[src/svf_regs.svh]
`ifndef SVF_REGS_SVH
`define SVF_REGS_SVH
// ----------------------------------------------------------------
// Widths and depths
// ----------------------------------------------------------------
`define SVF_SAMPLE_W 8
`define SVF_TIME_W 32
`define SVF_CNT_W 16
`define SVF_FIFO_DEPTH 8
`define SVF_MARK_DEPTH 64
`define SVF_MARK_AW 6
// ----------------------------------------------------------------
// Timing
// ----------------------------------------------------------------
`define SVF_CLK_HZ 100000000
`define SVF_X1_PPS 30000
`define SVF_MAX_SPEED 4
// Least legal spacing of sample pulses at the fastest playback.
`define SVF_MIN_TICK_CYC ((`SVF_CLK_HZ) / (`SVF_X1_PPS * `SVF_MAX_SPEED))
`define SVF_TICK_CNT_W 12
`endif

[src/svf_pkg.sv]
`default_nettype none
package svf_pkg;
   typedef logic [7:0] svf_sample_t;
   typedef logic [31:0] svf_time_t;
   typedef logic [15:0] svf_cnt_t;
   typedef enum logic [1:0] {
      SVF_IDLE,
      SVF_HIGH
   } svf_edge_t;
endpackage : svf_pkg
`default_nettype wire

[src/svf_if.sv]
`timescale 1ns/1ns
`default_nettype none
interface svf_link_if (
   input wire logic clk
);
   svf_pkg::svf_sample_t sample_data;
   logic sample_valid;
   logic sample_ready;
   logic frame_irq;
   logic line_irq;
   logic marker_irq;
   svf_pkg::svf_time_t time_word;

   modport dev (
      input clk,
      output sample_data,
      output sample_valid,
      input sample_ready,
      output frame_irq,
      output line_irq,
      output marker_irq,
      output time_word
   );
   modport host (
      input clk,
      input sample_data,
      input sample_valid,
      output sample_ready,
      input frame_irq,
      input line_irq,
      input marker_irq,
      input time_word
   );
endinterface : svf_link_if
`default_nettype wire

[src/svf_formatter.sv]
// What this block does
// [RL1] One 8-bit sample per sample clock pulse.
// [RL2] Sample pulses track tape speed, 5 km steps.
// [RL3] Single speed gives 30,000 samples per second.
// [RL4] Frame sync interrupts; line number cleared.
// [RL5] Line sync interrupts; range number cleared.
// [RL6] Each frequency marker raises an interrupt.
// [RL7] Computer stores time word on marker interrupt; the code stores only the first 64 markers.
// [RL8] Path sustains four times speed playback.
// [RL9] Time word is tape time, millisecond units.
// [RL10] Range counts samples; line counts line syncs.
`include "svf_regs.svh"
`timescale 1ns/1ns
`default_nettype none
// ----------------------------------------------------------------
// Sample FIFO
// ----------------------------------------------------------------
module svf_fifo #(
   parameter int WIDTH = 8,
   parameter int DEPTH = 8
) (
   input wire logic clk,
   input wire logic reset_n,
   input wire logic [WIDTH-1:0] in_data,
   input wire logic in_valid,
   output logic in_ready,
   output logic [WIDTH-1:0] out_data,
   output logic out_valid,
   input wire logic out_ready
);
   localparam int AW = $clog2(DEPTH);
   logic [WIDTH-1:0] mem [DEPTH];
   logic [AW-1:0] wr_ptr_reg;
   logic [AW-1:0] rd_ptr_reg;
   logic [AW:0] count_reg;
   wire push = in_valid && in_ready;
   wire pop = out_valid && out_ready;

   assign in_ready = (count_reg != (AW+1)'(DEPTH));
   assign out_valid = (count_reg != '0);
   assign out_data = mem[rd_ptr_reg];

   always_ff @(posedge clk) begin
      if (push) begin
         mem[wr_ptr_reg] <= in_data;
      end
   end

   always_ff @(posedge clk) begin
      if (!reset_n) begin
         wr_ptr_reg <= '0;
         rd_ptr_reg <= '0;
         count_reg <= '0;
      end else begin
         if (push) wr_ptr_reg <= wr_ptr_reg + 1'b1;
         if (pop) rd_ptr_reg <= rd_ptr_reg + 1'b1;
         count_reg <= count_reg + (AW+1)'(push) - (AW+1)'(pop);
      end
   end
endmodule : svf_fifo

// ----------------------------------------------------------------
// Formatter end
// ----------------------------------------------------------------
module svf_formatter (
   input wire logic clk,
   input wire logic reset_n,
   input wire logic sample_tick,
   input wire logic [`SVF_SAMPLE_W-1:0] adc_code,
   input wire logic frame_sync,
   input wire logic line_sync,
   input wire logic marker_pulse,
   input wire logic [`SVF_TIME_W-1:0] tape_time_ms,
   output logic sample_lost_reg,
   output logic rate_error_reg,
   svf_link_if.dev link
);
   logic [3:0] pulse_d_reg;
   logic [3:0] pulse_rise;
   logic [`SVF_TICK_CNT_W-1:0] gap_reg;
   logic out_valid_reg;
   svf_pkg::svf_sample_t out_data_reg;
   logic frame_irq_reg;
   logic line_irq_reg;
   logic marker_irq_reg;
   svf_pkg::svf_time_t time_word_reg;
   logic fifo_in_ready;
   logic fifo_out_valid;
   svf_pkg::svf_sample_t fifo_out_data;

   // ----------------------------------------------------------------
   // Edge detection
   // ----------------------------------------------------------------
   // Pulses are taken on their rising edge so a wide pulse counts once.
   // The delay bits reset low, the idle level of every pulse input, so
   // no false edge follows reset.
   function automatic logic rose_now(
      input logic now_level,
      input logic last_level
   );
      return now_level && !last_level;
   endfunction : rose_now

   wire [3:0] pulse_in = {marker_pulse, line_sync, frame_sync, sample_tick};

   genvar gi;
   generate
      for (gi = 0; gi < 4; gi++) begin : g_edge
         assign pulse_rise[gi] = rose_now(pulse_in[gi], pulse_d_reg[gi]);
         always_ff @(posedge clk) begin
            if (!reset_n) begin
               pulse_d_reg[gi] <= 1'b0;
            end else begin
               pulse_d_reg[gi] <= pulse_in[gi];
            end
         end
      end
   endgenerate

   wire tick_rise = pulse_rise[0];
   wire frame_rise = pulse_rise[1];
   wire line_rise = pulse_rise[2];
   wire marker_rise = pulse_rise[3];

   // ----------------------------------------------------------------
   // Sample path
   // ----------------------------------------------------------------
   wire out_free = !out_valid_reg || link.sample_ready;
   wire fifo_pop = fifo_out_valid && out_free;
   wire tick_too_soon = tick_rise &&
      (gap_reg < `SVF_TICK_CNT_W'(`SVF_MIN_TICK_CYC));

   svf_fifo #(
      .WIDTH(`SVF_SAMPLE_W),
      .DEPTH(`SVF_FIFO_DEPTH)
   ) u_fifo (
      .clk(clk),
      .reset_n(reset_n),
      .in_data(adc_code),
      .in_valid(tick_rise), // [RL1]
      .in_ready(fifo_in_ready),
      .out_data(fifo_out_data),
      .out_valid(fifo_out_valid),
      .out_ready(out_free) // [RL8]
   );

   // ----------------------------------------------------------------
   // Link outputs
   // ----------------------------------------------------------------
   assign link.sample_data = out_data_reg;
   assign link.sample_valid = out_valid_reg;
   assign link.frame_irq = frame_irq_reg;
   assign link.line_irq = line_irq_reg;
   assign link.marker_irq = marker_irq_reg;
   assign link.time_word = time_word_reg;

   // ----------------------------------------------------------------
   // Rate watch
   // ----------------------------------------------------------------
   // Spacing watch: pulses closer than the fastest playback allows are
   // flagged, since the link is only sized for that rate.
   always_ff @(posedge clk) begin
      if (!reset_n) begin
         gap_reg <= '1;
         rate_error_reg <= 1'b0;
      end else begin
         if (tick_rise) begin
            gap_reg <= '0;
         end else if (gap_reg != '1) begin
            gap_reg <= gap_reg + 1'b1;
         end
         if (tick_too_soon) rate_error_reg <= 1'b1; // [RL2] [RL3] [RL8]
      end
   end

   // ----------------------------------------------------------------
   // Output register
   // ----------------------------------------------------------------
   always_ff @(posedge clk) begin
      if (!reset_n) begin
         out_valid_reg <= 1'b0;
         out_data_reg <= '0;
         sample_lost_reg <= 1'b0;
      end else begin
         if (out_free) out_valid_reg <= fifo_out_valid;
         if (fifo_pop) out_data_reg <= fifo_out_data;
         // A sample that meets a full FIFO is dropped and remembered.
         if (tick_rise && !fifo_in_ready) sample_lost_reg <= 1'b1;
      end
   end

   // ----------------------------------------------------------------
   // Interrupts
   // ----------------------------------------------------------------
   always_ff @(posedge clk) begin
      if (!reset_n) begin
         frame_irq_reg <= 1'b0;
         line_irq_reg <= 1'b0;
         marker_irq_reg <= 1'b0;
         time_word_reg <= '0;
      end else begin
         frame_irq_reg <= frame_rise; // [RL4]
         line_irq_reg <= line_rise; // [RL5]
         marker_irq_reg <= marker_rise; // [RL6]
         if (marker_rise) time_word_reg <= tape_time_ms; // [RL9]
      end
   end
endmodule : svf_formatter
`default_nettype wire

[src/flat_wrapper.sv]
// flat-port wrapper written by rule: the top's interface ports become plain ports
module svf_formatter_flat 
  (clk, reset_n, sample_tick, adc_code, frame_sync, line_sync, marker_pulse, tape_time_ms, sample_lost_reg, rate_error_reg, link_sample_data, link_sample_valid, link_sample_ready, link_frame_irq, link_line_irq, link_marker_irq, link_time_word);
  svf_link_if link_i (.clk(clk));
  input wire logic clk;
  input wire logic reset_n;
  input wire logic sample_tick;
  input wire logic [`SVF_SAMPLE_W-1:0] adc_code;
  input wire logic frame_sync;
  input wire logic line_sync;
  input wire logic marker_pulse;
  input wire logic [`SVF_TIME_W-1:0] tape_time_ms;
  output logic sample_lost_reg;
  output logic rate_error_reg;
  output wire logic [$bits(link_i.sample_data)-1:0] link_sample_data;
  output wire logic [$bits(link_i.sample_valid)-1:0] link_sample_valid;
  input wire logic [$bits(link_i.sample_ready)-1:0] link_sample_ready;
  output wire logic [$bits(link_i.frame_irq)-1:0] link_frame_irq;
  output wire logic [$bits(link_i.line_irq)-1:0] link_line_irq;
  output wire logic [$bits(link_i.marker_irq)-1:0] link_marker_irq;
  output wire logic [$bits(link_i.time_word)-1:0] link_time_word;
  assign link_sample_data = link_i.sample_data;
  assign link_sample_valid = link_i.sample_valid;
  assign link_i.sample_ready = link_sample_ready;
  assign link_frame_irq = link_i.frame_irq;
  assign link_line_irq = link_i.line_irq;
  assign link_marker_irq = link_i.marker_irq;
  assign link_time_word = link_i.time_word;
  svf_formatter u_core (.clk(clk), .reset_n(reset_n), .sample_tick(sample_tick), .adc_code(adc_code), .frame_sync(frame_sync), .line_sync(line_sync), .marker_pulse(marker_pulse), .tape_time_ms(tape_time_ms), .sample_lost_reg(sample_lost_reg), .rate_error_reg(rate_error_reg), .link(link_i));
endmodule
[config.mk]
export PLATFORM = sky130hd
export DESIGN_NAME = svf_formatter_flat
export DESIGN_NICKNAME = d
export VERILOG_FILES = /design/src/svf_pkg.sv /design/src/svf_if.sv /design/src/svf_formatter.sv /design/src/flat_wrapper.sv
export VERILOG_INCLUDE_DIRS = /design/src /design/src/src
export SDC_FILE = /design/constraint.sdc
export NUM_CORES = 1
export LEC_CHECK = 0
export ABC_CLOCK_PERIOD_IN_PS = 2700
export BUFFER_PORTS_ARGS = -buffer_cell sky130_fd_sc_hd__buf_2
export CELL_PAD_IN_SITES_DETAIL_PLACEMENT = 1
export CELL_PAD_IN_SITES_GLOBAL_PLACEMENT = 1
export CORE_MARGIN = 2
export CORE_UTILIZATION = 40
export DETAILED_ROUTE_END_ITERATION = 16
export PLACE_DENSITY = 0.84
export SYNTH_ARGS = -nofsm -noshare
export SYNTH_HDL_FRONTEND = slang
export SYNTH_SLANG_ARGS = --single-unit
[constraint.sdc]
create_clock -name clk -period 2.7 [get_ports clk]
set_clock_uncertainty 0.2 [all_clocks]
set_input_delay 0.27 -clock clk [delete_from_list [all_inputs] [get_ports clk]]
set_output_delay 0.27 -clock clk [all_outputs]
set_load 0.03 [all_outputs]
==> results.rst <==
.. list-table::
   :header-rows: 1

   * - Metric
     - Value
   * - Number of distinct library cells after synthesis
     - 45
   * - Remaining max-slew budget at the tightest pin
     - 52.9%
   * - Clk sink count
     - approximately 140
   * - Post-CTS clock slew at the launch and capture registers of the worst setup and hold paths
     - around 0.06 ns
   * - Critical Path Sink Type
     - flop
   * - Number of remaining DRC errors
     - 0
   * - Fraction of registers with async set or reset after synthesis
     - 0%
   * - Proportion of layout cells with a drive suffix above 1
     - a little over a quarter
   * - Final setup vio count
     - 0
   * - Total count of max-transition violations in the final report
     - 0
   * - Hold crit path type
     - in2reg
   * - Worst IR drop on VDD
     - approximately 0.53 mV
   * - Dominant register cell in the synthesized netlist
     - dfxtp_1
   * - Vertical extent of the die
     - between 100 and 150 um
   * - DRC marker count from the first detailed-route iteration
     - 300
   * - Number of maximum-capacitance violations
     - 0
   * - Critical Path AT
     - between 2 and 3 ns
   * - Post-synthesis sequential area ratio
     - 63.7%
   * - Ports
     - just over 90
   * - Number of storage elements in the synthesis netlist
     - about 140
   * - Most numerous cell on the critical path
     - inv_1
   * - Register area
     - 3360 um^2
   * - Area enclosed by the die boundary
     - 14100 um^2
   * - Post-CTS Setup Bufs
     - 0
   * - Area of the core
     - around 13000 um^2
   * - Std cell rows
     - 41
   * - Final setup margin
     - approximately 0.20 ns
   * - Final hold violation count
     - 0
   * - Growth of design area from synthesis to finish
     - 33.4%
   * - Largest net degree at the start of global routing
     - 33
   * - Post-synthesis instance total
     - between 400 and 500
   * - Overall overflow remaining after global route
     - 0
   * - Startpoint-to-endpoint class of the critical path
     - reg2reg
   * - End of the worst register-to-register path
     - u_core.u_fifo.count_reg[2]$_SDFF_PN0_
   * - Highest attainable clock frequency
     - ~0.40 GHz
   * - Run status
     - completed
   * - Initial standard-cell utilization of the core
     - a little over 40%
   * - Critical path startpoint category
     - flop
   * - Buffers on Ports
     - 92
   * - Initial antenna violation count
     - 0
   * - Filler cells
     - around 1300
   * - Total inserted antenna cells
     - 0
   * - Final standard cell utilization of the core
     - around 55%
   * - Synth Area per Inst
     - between 10 and 15 um^2
   * - Post-Place Worst Slack
     - roughly 0.20 ns
   * - Num CTS Buffers
     - 17
   * - Most common library cell in the layout ignoring fill and taps
     - buf_2
   * - Most frequent cells in the layout
     - 92 x buf_2, 75 x nand2_1, 72 x dfxtp_1
   * - Maximum fanout along the worst path
     - 6
   * - Largest stage delay, worst path
     - about 0.46 ns
   * - Post-Synthesis Cell Area
     - approximately 5300 um^2
   * - Reg-to-reg slack, setup
     - a little under 0.2 ns
   * - Crit share post-route
     - slightly above 90%
   * - Detailed-route via count
     - between 3000 and 4000
   * - Placer Congestion
     - roughly 0.8
   * - Final HPWL from detailed placement
     - slightly below 9000 um
   * - Clock latency of the later-clocked register in the worst-skew pair
     - around 0.42 ns
   * - Synthesis warning total
     - 0
   * - Total Nets Final
     - between 600 and 700
   * - Wire length of the first global-routing pass
     - 23300 um
   * - Start point of the critical path
     - u_core.u_fifo.count_reg[1]$_SDFF_PN0_
   * - Setup TNS
     - 0 ns
   * - CTS Root Buffer Type
     - clkbuf_16
   * - RSZ-0062 raised after global routing
     - no
   * - Buffers and inverters on the worst path
     - 3
   * - Standard cell with the maximum stage delay on the critical path
     - dfxtp_1
   * - H-tree level count
     - 4
   * - Vias per cell
     - ~5.2
   * - First-pass iteration count of the detailed router
     - 5
   * - Number of cells on the critical path
     - 10
   * - Aggregate global-route resource usage
     - roughly 22%
   * - Number of flops mapped to enable cells by yosys
     - 64
   * - Power per Cell Area
     - around 900 nW/um^2
   * - Data required time of the critical path
     - between 2 and 3 ns
   * - Flip-flop count of the largest register after layout
     - 64
   * - Total routed wirelength
     - ~15000 um
   * - Wire per inst
     - 19.1 um
   * - Number of nets in the synthesized netlist
     - 490
   * - Minimum period implied by the final worst setup slack
     - ~2.5 ns
   * - CP Capture Point
     - u_core.u_fifo.count_reg[2]$_SDFF_PN0_
   * - Number of global-route vias before repair
     - approximately 4400
   * - Multi-input logic area
     - between 1500 and 2000 um^2
   * - CTS max path bufs
     - 2
   * - Number of cells on the worst reg-to-reg path
     - 10
   * - CTS tree
     - done
   * - Leakage power summed over all cells
     - 0.00280 uW
   * - Reg-to-Reg Start
     - u_core.u_fifo.count_reg[1]$_SDFF_PN0_
   * - Width of the die
     - roughly 120 um
   * - Slew at the pin with the worst max-slew slack
     - 0.705 ns
   * - Cells along the critical path
     - nor2_1 > a21oi_1 > inv_1 > ha_1 > inv_1 > ha_1 > inv_1 > fa_1 > xor2_1 > nor2_1
   * - Largest delay contributor family on the critical path
     - adder cells
   * - Residual antenna-violating net count after detailed routing
     - 0
[worst min-delay path, delay by kind of cell]
kind / cells / cell delay (ns)
and+or+nand+nor: 1 / 0.15
AOI/OAI and AO/OA: 1 / 0.10
buffers and inverters: 1 / 0.08
[where the power goes]
part	switching, uW	leakage (uW)	total, uW	internal [uW]
combinational	838	0.00135	1440	598
sequential	139	0.00117	2500	2360
clock	935	0.000272	2310	1370
total	1910	0.00280	6240	4330
[synthesized netlist by cell type, types with 2 or more instances]
| cell type | instances | area share (%) |
|---|---|---|
| buf_4 | 2 | 0.28 |
| xor2_1 | 4 | 0.66 |
| a21oi_1 | 47 | 4.5 |
| clkbuf_1 | 16 | 1.1 |
| buf_2 | 2 | 0.19 |
| mux2i_1 | 12 | 2.3 |
| nor4_1 | 2 | 0.24 |
| nor3_1 | 3 | 0.28 |
| mux4_2 | 16 | 6.8 |
| xnor2_1 | 3 | 0.50 |
| edfxtp_1 | 64 | 36 |
| dfxtp_1 | 72 | 27 |
| a31oi_1 | 3 | 0.36 |
| nand2_1 | 75 | 5.3 |
| nor2_1 | 18 | 1.3 |
| and2_1 | 5 | 0.59 |
| a21o_1 | 3 | 0.43 |
| and3_1 | 2 | 0.24 |
| nor2b_1 | 5 | 0.59 |
| nand2b_1 | 9 | 1.1 |
| ha_1 | 10 | 2.4 |
| nand4_1 | 4 | 0.47 |
| o21ai_0 | 12 | 1.1 |
| o311ai_1 | 2 | 0.33 |
| or3b_1 | 2 | 0.33 |
| o21ai_1 | 7 | 0.66 |
| inv_1 | 11 | 0.78 |
| nand3_1 | 4 | 0.38 |
[how the worst min path moves through the flow]
stage                                             to  depth (start not counted)                        startpoint
2_1_floorplan       u_core.link.frame_irq$_SDFF_PN0_                          1  u_core.pulse_d_reg[1]$_SDFF_PN0_
4_1_cts        u_core.link.sample_valid$_SDFFE_PN0N_                          3                 link_sample_ready
5_1_grt        u_core.link.sample_valid$_SDFFE_PN0N_                          3                 link_sample_ready
3_3_place_gp         u_core.link.line_irq$_SDFF_PN0_                          1  u_core.pulse_d_reg[2]$_SDFF_PN0_
3_5_place_dp         u_core.link.line_irq$_SDFF_PN0_                          1  u_core.pulse_d_reg[2]$_SDFF_PN0_
6_report       u_core.link.sample_valid$_SDFFE_PN0N_                          3                 link_sample_ready
[per-layer routing]
layer | up-vias | share of wire, % | GRT usage, %
li1 | 1849 | - | -
met1 | 1969 | 39 | 24.0
met2 | 122 | 54 | 39.1
met3 | 37 | 3.9 | 4.65
met4 | 0 | 3.6 | 11.0
met5 | - | 0 | 0
[final cells by class]
| type | instances | area share, % |
|---|---|---|
| flip-flops and latches | 136 | 47.8 |
| repair buffers | 155 | 14.8 |
| inverters | 12 | 0.640 |
| multi-input cells | 263 | 25.3 |
| clock buffers | 17 | 6.04 |
| well taps | 172 | 3.06 |
| clock inverters | 15 | 2.31 |
[what timing repair did]
action	in CTS	in global routing
hold endpoints to repair	100	0
hold buffers	44	0
resized for setup	0	0
[logic make-up (layout without fill, tap and decap cells)]
logic type | Yosys count | in the layout | share of synthesized area (%)
AO/OA/AOI/OAI | 81 | 81 | 8.56
XOR/XNOR | 7 | 7 | 1.16
adder cells (fa/ha/maj) | 11 | 11 | 2.75
buffers and inverters | 33 | 199 | 2.54
flip-flops | 136 | 136 | 63.7
multiplexers | 28 | 28 | 9.10
AND/OR/NAND/NOR | 136 | 136 | 12.2
[through the flow]
step	area [um^2]	power, uW	cells	hold slack (ns)
floorplan	5280	3480	432	0.167
global placement	6010	3830	694	0.171
detailed placement	6010	3910	694	0.181
CTS	7040	6280	770	0.0210
global route	7040	6520	770	0.0472
finish	7040	6240	770	0.0435
Note: power is estimated with default switching activity, not from simulation.
